<file path="config.mk">
export PLATFORM = sky130hd
export DESIGN_NAME = stmbc_top
export DESIGN_NICKNAME = d
export VERILOG_FILES = /design/src/stmbc_pkg.sv /design/src/stmbc_top.sv
export SDC_FILE = /design/constraint.sdc
export NUM_CORES = 1
export LEC_CHECK = 0
export BUFFER_PORTS_ARGS = -buffer_cell sky130_fd_sc_hd__buf_2
export CORE_AREA = 2 2 197 180
export DETAILED_ROUTE_END_ITERATION = 16
export DIE_AREA = 0 0 199 182
export PLACE_DENSITY = 0.45
export REMOVE_ABC_BUFFERS = 1
export SLEW_MARGIN = 5
export SYNTH_ARGS = -nofsm -noshare
export SYNTH_HDL_FRONTEND = slang
export SYNTH_SLANG_ARGS = --single-unit
export TNS_END_PERCENT = 10
</file>
<file path="constraint.sdc">
create_clock -name clock -period 9.87 [get_ports clock]
set_clock_uncertainty 0.15 [all_clocks]
set_input_delay 1.974 -clock clock [delete_from_list [all_inputs] [get_ports clock]]
set_output_delay 1.974 -clock clock [all_outputs]
set_load 0.01 [all_outputs]
</file>
<file path="src/stmbc_pkg.sv">
/*
  Constants and types shared by the serial transmitter mode, self-test and
  read-pulse control block.
  Assumes a single 100 MHz system clock; every link-side pin is asynchronous
  to it and is resynchronised inside the block.
*/
// Summary of operation
// - optic off forces primary, secondary pairs low
// - mode low: bytes go through the 8b10b encoder
// - mode high: ten raw input bits bypass encoder
// - mode mid: primary/secondary become test bit clock
// - self-test, no enables: alternate D10.2 and D21.5
// - self-test with an enable: repeating check sequence
// - generator steps on loaded self-test bytes only; violation input restarts it
// - self-test enable sampled on write-clock rise
// - read pulse low sixty percent of byte
// - read pulse at byte rate, own widths
// - self-test: read pulse low once per loop
// - load now, or next edge if next-enable low
// - both enables high: send null fill K28.5 (bypass mode still sends the ten raw input bits)
// - violation input overrides data and generator
// - character select high encodes a control code
package stmbc_pkg;

  // ----------------------------------------------------------------
  // timing
  // ----------------------------------------------------------------
  localparam int unsigned CLOCK_MHZ = 100;
  // serial bit time from the internal bit-clock divider, in ns
  localparam int unsigned BIT_TIME_NS = 40;
  localparam int unsigned BIT_DIV_CYCLES = (BIT_TIME_NS * CLOCK_MHZ) / 1000;
  localparam int unsigned SYMBOL_BITS = 10;
  // read pulse low share: 154/256 of the measured byte period
  localparam logic [8:0] RP_LOW_NUM = 9'h09A;
  localparam int unsigned PERIOD_W = 12;
  localparam int unsigned FIFO_DEPTH = 4;
  localparam int unsigned FIFO_WIDTH = 12;

  // ----------------------------------------------------------------
  // characters and self-test generator
  // ----------------------------------------------------------------
  localparam logic [7:0] CHAR_D10_2 = 8'h4A;
  localparam logic [7:0] CHAR_D21_5 = 8'hB5;
  localparam logic [7:0] CHAR_K28_5 = 8'hBC;
  // raw symbol sent in bypass mode while the queue is empty
  localparam logic [9:0] BYPASS_IDLE = 10'h0FA;
  localparam logic [7:0] LFSR_SEED = 8'h01;
  localparam logic [7:0] LFSR_TAPS = 8'hB8;
  // state the register holds on the last byte of the 255-byte loop
  localparam logic [7:0] LFSR_LAST = 8'h02;

  // ----------------------------------------------------------------
  // reset values
  // ----------------------------------------------------------------
  localparam logic [3:0] BITCNT_RST = 4'h0;
  localparam logic [PERIOD_W-1:0] PERIOD_RST = 12'h00A;

  typedef enum logic [1:0] {
    STMBC_MODE_ENCODE,
    STMBC_MODE_BYPASS,
    STMBC_MODE_TEST,
    STMBC_MODE_RSVD
  } stmbc_mode_t;

  typedef enum logic [1:0] {
    STMBC_CLS_DATA,
    STMBC_CLS_CTRL,
    STMBC_CLS_NULL,
    STMBC_CLS_VIOL
  } stmbc_cls_t;

  // resynchronised pin group
  typedef struct packed {
    logic tclk;
    logic optic_off;
    logic bist_n;
    logic enn_n;
    logic ena_n;
    logic viol;
    logic kind;
    logic [1:0] mode;
    logic [7:0] data;
    logic wclk;
  } stmbc_pins_t;

endpackage

</file>
<file path="src/stmbc_top.sv">
/*
  Transmit-side control: byte slot selection, self-test generator, read
  pulse timing, symbol queue and serial output gating, plus the symbol FIFO.
  Assumes an outside 8b10b encoder answers the queue head combinationally
  on the same clock, and pads or board logic resolve the two-way pins.
*/
`timescale 1ns/1ns

module stmbc_fifo #(
  parameter int unsigned WIDTH = 12,
  parameter int unsigned DEPTH = 4
) (
  input wire logic clock,
  input wire logic reset,
  input wire logic in_valid,
  output logic in_ready,
  input wire logic [WIDTH-1:0] in_data,
  output logic out_valid,
  input wire logic out_ready,
  output logic [WIDTH-1:0] out_data
);
  localparam int unsigned AW = $clog2(DEPTH);

  typedef struct packed {
    logic [DEPTH-1:0][WIDTH-1:0] mem;
    logic [AW-1:0] wr;
    logic [AW-1:0] rd;
    logic [AW:0] count;
  } stmbc_fifo_st_t;

  stmbc_fifo_st_t st_r;
  stmbc_fifo_st_t st_nxt;
  logic push;
  logic pop;

  // a pop in the same cycle frees a place, so a full queue still accepts
  assign in_ready = (st_r.count != (AW+1)'(DEPTH)) || out_ready;
  assign out_valid = st_r.count != '0;
  assign out_data = st_r.mem[st_r.rd];

  always_comb begin
    st_nxt = st_r;
    pop = out_valid && out_ready;
    push = in_valid && (st_r.count != (AW+1)'(DEPTH) || pop);
    if (push) begin
      st_nxt.mem[st_r.wr] = in_data;
      st_nxt.wr = (st_r.wr == AW'(DEPTH - 1)) ? '0 : st_r.wr + 1'b1;
    end
    if (pop) begin
      st_nxt.rd = (st_r.rd == AW'(DEPTH - 1)) ? '0 : st_r.rd + 1'b1;
    end
    st_nxt.count = st_r.count + (AW+1)'(push) - (AW+1)'(pop);
  end

  always_ff @(posedge clock or posedge reset) begin
    if (reset) begin
      st_r <= '0;
    end else begin
      st_r <= st_nxt;
    end
  end
endmodule // stmbc_fifo

module stmbc_top (
  input wire logic clock,
  input wire logic reset,
  input wire logic byte_write_clock,
  input wire logic [7:0] parallel_byte_in,
  input wire logic char_kind_select,
  input wire logic send_violation,
  input wire logic load_now_enable_n,
  input wire logic load_next_enable_n,
  input wire logic self_test_enable_n,
  input wire logic optic_tx_off,
  input wire logic [1:0] encoder_mode,
  output logic fifo_read_pulse_n,
  output logic slot_ready,
  output logic [1:0] enc_class,
  output logic [7:0] enc_byte,
  input wire logic [9:0] enc_code,
  input wire logic serial_out_primary_in,
  output logic serial_out_primary_p,
  output logic serial_out_primary_n,
  output logic serial_out_primary_oe_n,
  input wire logic serial_out_secondary_in,
  output logic serial_out_secondary_p,
  output logic serial_out_secondary_n,
  output logic serial_out_secondary_oe_n,
  output logic serial_out_loopback_p,
  output logic serial_out_loopback_n
);

  typedef struct packed {
    stmbc_pkg::stmbc_pins_t sync1;
    stmbc_pkg::stmbc_pins_t sync2;
    logic wclk_d;
    logic tclk_d;
    // secondary half of the test-clock pair, own two-flop chain
    logic tsec1;
    logic tsec2;
    logic enn_pend;
    logic alt;
    logic [7:0] lfsr;
    logic [stmbc_pkg::PERIOD_W-1:0] per_cnt;
    logic [stmbc_pkg::PERIOD_W-1:0] per;
    logic [stmbc_pkg::PERIOD_W-1:0] rp_cnt;
    logic rp_low;
    logic [9:0] shreg;
    logic [3:0] bitcnt;
    logic [7:0] divcnt;
    logic out_bit;
  } stmbc_st_t;

  stmbc_st_t st_r;
  stmbc_st_t st_nxt;

  stmbc_pkg::stmbc_pins_t pins;
  stmbc_pkg::stmbc_mode_t mode;
  logic strobe;
  logic load;
  logic bist;
  logic bist_last;
  logic rp_trigger;
  logic bit_en;
  logic tclk_lvl;
  logic [20:0] rp_prod;
  logic [stmbc_pkg::PERIOD_W-1:0] rp_len;
  logic q_valid;
  logic [11:0] q_data;
  logic h_valid;
  logic h_ready;
  logic [11:0] h_data;
  logic [9:0] symbol;

  // ----------------------------------------------------------------
  // pin capture: everything from the link side crosses two flops
  // ----------------------------------------------------------------
  // each half of the test-clock pair gets its own flops; joining them
  // first would let pair skew glitch straight into the chain
  assign pins.tclk = serial_out_primary_in;
  assign pins.optic_off = optic_tx_off;
  assign pins.bist_n = self_test_enable_n;
  assign pins.enn_n = load_next_enable_n;
  assign pins.ena_n = load_now_enable_n;
  assign pins.viol = send_violation;
  assign pins.kind = char_kind_select;
  assign pins.mode = encoder_mode;
  assign pins.data = parallel_byte_in;
  assign pins.wclk = byte_write_clock;

  assign mode = stmbc_pkg::stmbc_mode_t'(st_r.sync2.mode);
  // write-clock rise, seen after resynchronisation
  assign strobe = st_r.sync2.wclk & ~st_r.wclk_d;
  assign bist = ~st_r.sync2.bist_n;
  assign load = ~st_r.sync2.ena_n | st_r.enn_pend;
  assign bist_last = st_r.lfsr == stmbc_pkg::LFSR_LAST;

  // ----------------------------------------------------------------
  // byte slot content
  // ----------------------------------------------------------------
  always_comb begin
    q_data = {stmbc_pkg::STMBC_CLS_NULL, 2'h0, stmbc_pkg::CHAR_K28_5};
    rp_trigger = 1'b0;
    if (mode == stmbc_pkg::STMBC_MODE_BYPASS) begin
      q_data = {stmbc_pkg::STMBC_CLS_DATA, st_r.sync2.viol,
                st_r.sync2.data, st_r.sync2.kind};
      rp_trigger = load;
    end else if (st_r.sync2.viol) begin
      q_data = {stmbc_pkg::STMBC_CLS_VIOL, 10'h000};
      rp_trigger = ~bist & load;
    end else if (bist && !load) begin
      q_data = {stmbc_pkg::STMBC_CLS_DATA, 2'h0,
                st_r.alt ? stmbc_pkg::CHAR_D21_5
                         : stmbc_pkg::CHAR_D10_2};
    end else if (bist) begin
      q_data = {stmbc_pkg::STMBC_CLS_DATA, 2'h0, st_r.lfsr};
      rp_trigger = bist_last;
    end else if (load) begin
      q_data = {st_r.sync2.kind ? stmbc_pkg::STMBC_CLS_CTRL
                                : stmbc_pkg::STMBC_CLS_DATA,
                2'h0, st_r.sync2.data};
      rp_trigger = 1'b1;
    end
    // else the slot keeps the null fill default
  end

  assign q_valid = strobe;
  // queue head, or idle fill when nothing is waiting
  assign enc_class = h_valid ? h_data[11:10] : stmbc_pkg::STMBC_CLS_NULL;
  assign enc_byte = h_valid ? h_data[7:0] : stmbc_pkg::CHAR_K28_5;
  assign symbol = (mode == stmbc_pkg::STMBC_MODE_BYPASS) ?
                  (h_valid ? h_data[9:0] : stmbc_pkg::BYPASS_IDLE) :
                  enc_code;

  // ----------------------------------------------------------------
  // serial timing
  // ----------------------------------------------------------------
  // test mode takes the bit clock from the released primary and secondary pins; the
  // pair is recombined only after both halves are synchronised
  assign tclk_lvl = st_r.sync2.tclk & ~st_r.tsec2;
  assign bit_en = (mode == stmbc_pkg::STMBC_MODE_TEST) ?
                  (tclk_lvl & ~st_r.tclk_d) :
                  (st_r.divcnt == 8'(stmbc_pkg::BIT_DIV_CYCLES - 1));
  assign h_ready = bit_en && st_r.bitcnt == stmbc_pkg::BITCNT_RST;

  // low time follows the measured byte period, not the clock duty
  assign rp_prod = st_r.per * stmbc_pkg::RP_LOW_NUM;
  assign rp_len = (rp_prod[19:8] == '0) ? 12'h001 : rp_prod[19:8];

  always_comb begin
    st_nxt = st_r;
    st_nxt.sync1 = pins;
    st_nxt.sync2 = st_r.sync1;
    st_nxt.wclk_d = st_r.sync2.wclk;
    st_nxt.tsec1 = serial_out_secondary_in;
    st_nxt.tsec2 = st_r.tsec1;
    st_nxt.tclk_d = tclk_lvl;
    // saturates, so a stalled write clock gives a long pulse, not a wrap
    st_nxt.per_cnt = (st_r.per_cnt == '1) ? st_r.per_cnt
                                          : st_r.per_cnt + 1'b1;
    st_nxt.divcnt = bit_en || mode == stmbc_pkg::STMBC_MODE_TEST ?
                    8'h00 : st_r.divcnt + 1'b1;

    if (strobe) begin
      st_nxt.enn_pend = ~st_r.sync2.enn_n;
      st_nxt.per = st_r.per_cnt;
      st_nxt.per_cnt = 12'h001;
      st_nxt.alt = ~st_r.alt;
      if (bist && st_r.sync2.viol) begin
        st_nxt.lfsr = stmbc_pkg::LFSR_SEED;
      end else if (bist && load) begin
        // steps only on loaded self-test bytes: no seeding needed, wraps every 255 of them
        st_nxt.lfsr = st_r.lfsr[0] ?
                      (st_r.lfsr >> 1) ^ stmbc_pkg::LFSR_TAPS :
                      st_r.lfsr >> 1;
      end
    end

    if (strobe && rp_trigger) begin
      st_nxt.rp_low = 1'b1;
      st_nxt.rp_cnt = rp_len;
    end else if (st_r.rp_low) begin
      st_nxt.rp_cnt = st_r.rp_cnt - 1'b1;
      if (st_r.rp_cnt <= 12'h001) begin
        st_nxt.rp_low = 1'b0;
      end
    end

    if (bit_en) begin
      if (st_r.bitcnt == stmbc_pkg::BITCNT_RST) begin
        st_nxt.shreg = symbol >> 1;
        st_nxt.out_bit = symbol[0];
        st_nxt.bitcnt = 4'(stmbc_pkg::SYMBOL_BITS - 1);
      end else begin
        st_nxt.shreg = st_r.shreg >> 1;
        st_nxt.out_bit = st_r.shreg[0];
        st_nxt.bitcnt = st_r.bitcnt - 1'b1;
      end
    end
  end

  always_ff @(posedge clock or posedge reset) begin
    if (reset) begin
      st_r <= '0;
      st_r.lfsr <= stmbc_pkg::LFSR_SEED;
      st_r.per <= stmbc_pkg::PERIOD_RST;
      st_r.bitcnt <= stmbc_pkg::BITCNT_RST;
    end else begin
      st_r <= st_nxt;
    end
  end

  // ----------------------------------------------------------------
  // symbol queue between the byte slot and the shifter
  // ----------------------------------------------------------------
  // a full queue drops the slot; slot_ready tells the host to slow down
  stmbc_fifo #(
    .WIDTH(stmbc_pkg::FIFO_WIDTH),
    .DEPTH(stmbc_pkg::FIFO_DEPTH)
  ) u_queue (
    .clock(clock),
    .reset(reset),
    .in_valid(q_valid),
    .in_ready(slot_ready),
    .in_data(q_data),
    .out_valid(h_valid),
    .out_ready(h_ready),
    .out_data(h_data)
  );

  // ----------------------------------------------------------------
  // outputs
  // ----------------------------------------------------------------
  assign fifo_read_pulse_n = ~st_r.rp_low;
  assign serial_out_primary_oe_n = mode == stmbc_pkg::STMBC_MODE_TEST;
  assign serial_out_secondary_oe_n = mode == stmbc_pkg::STMBC_MODE_TEST;
  assign serial_out_primary_p = st_r.out_bit & ~st_r.sync2.optic_off;
  assign serial_out_primary_n = ~serial_out_primary_p;
  assign serial_out_secondary_p = st_r.out_bit & ~st_r.sync2.optic_off;
  assign serial_out_secondary_n = ~serial_out_secondary_p;
  assign serial_out_loopback_p = st_r.out_bit;
  assign serial_out_loopback_n = ~st_r.out_bit;

endmodule // stmbc_top

</file>
==> Word level (Yosys, flattened, before mapping) <==
Index checks and enable logic that the tools add are counted.
{ "classes": {"add_sub_neg": 8, "n_mul": 1, "n_lt_le_gt_ge": 4, "eq_ne": 9, "muxes": 36, "bitwise": 18, "reduce_logical": 18} }
{ "op_table": {"columns": ["operator", "n"], "rows": [
  ["$mux W12", 9],
  ["$bwmux W48", 1],
  ["$mux W8", 6],
  ["$mux W13", 3],
  ["$bmux W12 S2", 1],
  ["$demux W12 S2", 1],
  ["$mux W24", 1],
  ["$mux W10", 2],
  ["$mul A12 B7 Y19 const B", 1],
  ["$eq A8 B2 Y1 const B", 2],
  ["$add A12 B1 Y12 const B", 1],
  ["$eq A12 B12 Y1 const B", 1],
  ["$le A12 B1 Y1 const B", 1],
  ["$logic_not A12 Y1", 1],
  ["$sub A12 B1 Y12 const B", 1],
  ["$not A1 Y1", 11],
  ["$mux W1", 9],
  ["$add A8 B1 Y8 const B", 1],
  ["$logic_and A1 B1 Y1", 8],
  ["$eq A2 B2 Y1 const B", 3],
  ["$lt A2 B3 Y1 const B", 2],
  ["$mux W2", 3],
  ["$and A1 B1 Y1", 5],
  ["$add A2 B1 Y2 const B", 2],
  ["other kinds (15)", 18]
]} }
{ "totals": {"reg_bits": 165, "out_inout_bits": 20} }

==> Depth between registers and ports, before layout <==
{ "depth": {"ltp_word": 10, "ltp_mapped": 14} }

==> Modules after synthesis <==
From an unflattened synthesis, not the netlist that was laid out.
{ "unflattened": {"cells_unflattened": 787, "hier_area_um2": 8818.5} }
{ "modules_own_cells": {"columns": ["mod", "instances", "cells_per_inst", "area_per_inst_um2"], "rows": [
  ["stmbc_top", 1, 633, 6145.9],
  ["stmbc_fifo", 1, 154, 2672.6]
]} }

==> Worst setup path after synthesis <==
No wires, ideal clock.
{ "synth_path": {"path_kind": "reg2reg", "from": "register st_r[41] (netlist name)", "to": "register st_r[34] (netlist name)", "setup_ps": 133, "arrival_ps": 3518, "path_slack_ps": 6068, "path_stages_with_launch": 15, "path_buffers": 0, "period_less_slack_ps": 3802, "cell_sequence": "dfrtp_1 > ha_1 > ha_1 > fa_1 > inv_1 > fa_1 > inv_1 > ha_1 > a21oi_1 > o21ai_0 > a22oi_1 > a31oi_1 > a31oi_1 > xor2_1 > mux2i_1"} }
{ "synth_between": {"elab_chain_len": 4} }
{ "synth_lines": {"columns": ["item", "line", "rtl"], "rows": [
  ["start, declared", "stmbc_top.sv:114", "stmbc_st_t st_r;"],
  ["start signal, assigned", "stmbc_top.sv:269", "st_r <= st_nxt;"],
  ["$mul A12 B7 Y19 *", "stmbc_top.sv:207", "assign rp_prod = st_r.per * stmbc_pkg::RP_LOW_NUM;"],
  ["$logic_not A12 Y1", "stmbc_top.sv:208", "assign rp_len = (rp_prod[19:8] == '0) ? 12'h001 : rp_prod[19:8];"],
  ["$mux W12 *", "stmbc_top.sv:208", null],
  ["$mux W13 *", "stmbc_top.sv:239", "if (strobe && rp_trigger) begin"]
]} }
Mark *: on every way between the ends. The rest lies on a longest branch, timed or not.
A chain may end at the register's enable or synchronous reset.

==> Final worst setup path <==
{ "layout_path": {"from": "register u_queue.st_r[3] (netlist name)", "to": "output port enc_byte[2]"} }
{ "layout_between": {"elab_chain_len": 3} }
{ "layout_lines": {"columns": ["item", "line", "rtl"], "rows": [
  ["start, declared", "stmbc_top.sv:31", "stmbc_fifo_st_t st_r;"],
  ["start signal, assigned", "stmbc_top.sv:59", "st_r <= st_nxt;"],
  ["$bmux W12 S2", "stmbc_top.sv:39", "assign out_data = st_r.mem[st_r.rd];"],
  ["$mux W12 (not written as such)", "stmbc_top.sv:39", null],
  ["$mux W8", "stmbc_top.sv:190", "assign enc_byte = h_valid ? h_data[7:0] : stmbc_pkg::CHAR_K28_5;"],
  ["end, declared", "stmbc_top.sv:79", "output logic [7:0] enc_byte,"]
]} }
Every way passes these cells. The select of a mux whose other input is x is not followed.

==> reports/results.txt <==
Vias per inst - 4.28
Critical-path cell list - mux4_2 > or2_2 > buf_2
Worst min-delay path class - reg2reg
CTS Hold Bufs - 0
Internal power - 1630 µW
Final critical-path share of the clock period - 45.8%
Count of input and output buffers - 50
Clk_lat worst skew - 0.42 ns
Multi-input logic area - 3970 µm²
Crit path capture - enc_byte[2]
Top cells by area, synth - dfrtp_1, ha_1, nand2_1, fa_1, mux4_2
CP peak stage delay - 0.92 ns
Yosys reg bits - 164
Clock tree sinks - 164
Minimum clock period - 4.52 ns
Die ar. - 36200 µm²
Maximum VDD drop - 136 µV
EDFF count, synth - 0
Vias in the first global route - 5806
Switching Share - 34.5%
PwrDens - 255 nW/µm²
CTS-repair resized insts - 0
Number of placed I/O pins - 51
RSZ-0062 raised after global routing - no
DRT Wirelength - 18300 µm
Starting Density - 24.6%
Iter 0 DRT Violations - 238
Synthesis-to-layout area growth - 15.3%
Vias - 5708
Critical-path cell with the highest stage delay - dfrtp_1
Uppermost layer routed - met4
Num rows - 65
CP required - 7.75 ns
Syn Area/Cell - 10.4 µm²
R2R depth - 14
Post-Route Utilization - 28.4%
Worst EP arrival - 2.39 ns
Area after DPL - 9180 µm²
Post-synth ARST share - 100%
Max Cap Viol - 0
Relative slew slack - 35.5%
DR WL/cell - 13.7 µm
Gpl congestion - 0.735
Global-route wire length before repair - 31000 µm
Storage cell area - 4110 µm²
Count leader, synth - dfrtp_1
Core area - 34400 µm²
Share of the synthesized area in the top cell type - 47.6%
Metal2 WL - 7710 µm
Worst Setup SP - u_queue.st_r[3]
DRT met1 WL - 9930 µm
Root Buffer - clkbuf_16
Synth warn - 0
Total Neg Setup Slack - 0 ns
Clk pin slew, worst setup/hold paths - 0.06 ns
Fmax - 221 MHz
1st-pass router iterations - 4
R2R Setup Slk - 5.79 ns
Die height - 182 µm
Fill cells - 3597
Clk pwr share - 26.9%
Antenna violations before repair - 0
Yosys top cell by area - dfrtp_1
Top_reg_cell synth - dfrtp_1
Num CTS Buffers - 17
H-tree levels - 4
Overflow left after global routing - 0
Post-synth cell types - 59
Sequential element share of the synthesized area - 48.6%
Setup crit end kind - output port
Crit-path max FO - 15
Most common library cells after synthesis - dfrtp_1, nand2_1, ha_1
Leak Pwr - 0.00456 µW
Global Route Usage Sum - 10.9%
Critical path type - reg2out
WL met3 - 507 µm
Logic pwr share - 30.2%
Final setup violation count - 0
Final Hold Fails - 0
Seq pwr share - 43.0%
Max Root-Sink Buffers - 2
Share of cells above drive strength 1 - 14.1%
Worst setup margin - 5.35 ns
Post-place setup slack - 5.74 ns
Post-route cell area - 9750 µm²
Final Max Slew Viols - 0
Reg2Reg Launch Point - st_r[42]
Number of setup buffers added after CTS - 0
Hpwl dp - 12900 µm
Worst Tran Pin Value - 0.966 ns
Final Net Count - 958
Drt drc - 0
Largest net degree at the start of global routing - 103
Run status - completed
Antenna-violating nets left - 0
Die Wd - 199 µm
Setup crit start kind - register
Cell area after synthesis - 8460 µm²
Net Switching - 858 µW
CTS tree - done
Reg-to-Reg End - st_r[34]
Ant diodes - 0
Cells after synthesis - 816
## kinds of logic (layout without fill, tap and decap cells)
group                      count (synthesis)  count (layout)  share of synthesized area (%)
buffers and inverters                     91             141                           4.45
AOI/OAI and AO/OA                        155             155                           10.8
and+or+nand+nor                          267             267                           14.9
DFF                                      164             164                           48.6
adders and majority gates                 72              72                           12.1
muxes                                     25              25                           4.82
xor gates and xnor gates                  42              42                           4.35
## power by group through the flow
stage / Clock (µW) / Combinational (µW) / Sequential [µW]
2_1_floorplan: 0 / 576 / 1020
3_3_place_gp: 0 / 754 / 1080
3_5_place_dp: 0 / 765 / 1080
4_1_cts: 693 / 767 / 1070
5_1_grt: 722 / 871 / 1110
6_report: 668 / 751 / 1070
## final cells by class
type                            instances  area share (%)
Sequential cell                       164            42.1
Timing Repair Buffer                   56            3.03
Clock buffer                           20            4.58
Clock inverter                         10            1.35
Inverter                               55            2.17
Multi-Input combinational cell        561            40.7
Tap cell                              469            6.02
## worst min-delay path by stage
stage | startpoint | to | slack [ns] | cells past startpoint
3_3_place_gp | st_nxt[83] | mode[0] | 0.18 | 0
3_5_place_dp | st_nxt[85] | st_r[85] | 0.18 | 0
4_1_cts | st_nxt[85] | st_r[85] | 0.20 | 0
5_1_grt | st_nxt[85] | st_r[85] | 0.20 | 0
6_report | st_nxt[85] | st_r[85] | 0.20 | 0
2_1_floorplan | st_nxt[83] | mode[0] | 0.18 | 0
## worst max-delay path: cells and delay by family (launching register included)
family	cells	cell delay, ns
buf+inv	1	0.14
flops	1	0.92
mux	1	0.63
simple gates	1	0.28
## sequential cells by signal, summed over array words and instances, names as in the netlist
signal / count
st_r: 86
mode: 2
st_nxt: 20
u_queue.st_r: 55
serial_out_loopback_p: 1
## metal layers
metal	GRT usage, %	vias up
met3	2.53	10
li1	-	2877
met4	2.69	0
met2	15.9	67
met1	16.0	2754
met5	0	-
## placed cells by master, fill, tap and decap left out, types with 3 or more instances in the layout
cell,count
mux2i_1,7
mux4_2,12
dfstp_2,3
o21ai_1,31
nor2b_1,8
nand3_1,14
dfrtp_1,161
bufinv_16,3
nor4_1,9
and3_1,5
xnor2_1,18
nor3b_1,4
buf_4,6
fa_1,16
nand2_1,120
xor2_1,24
mux2_2,4
nand2b_1,7
or2_2,8
a21o_1,3
and2_1,4
clkinv_2,5
nor2_1,52
nand4_1,7
a211oi_1,8
ha_1,56
a21oi_1,29
nor3_1,14
a22oi_1,12
o21ai_0,50
clkbuf_16,17
a31oi_1,5
inv_1,54
buf_2,50
## metrics by stage
| stage | instances | total power, µW | hold slack, ns |
|---|---|---|---|
| floorplan | 780 | 1600 | 0.181 |
| global placement | 1305 | 1840 | 0.183 |
| detailed placement | 1305 | 1850 | 0.185 |
| CTS | 1335 | 2530 | 0.199 |
| global route | 1335 | 2700 | 0.199 |
| finish | 1335 | 2490 | 0.198 |
No activity file was read; power rests on OpenSTA's default activity.
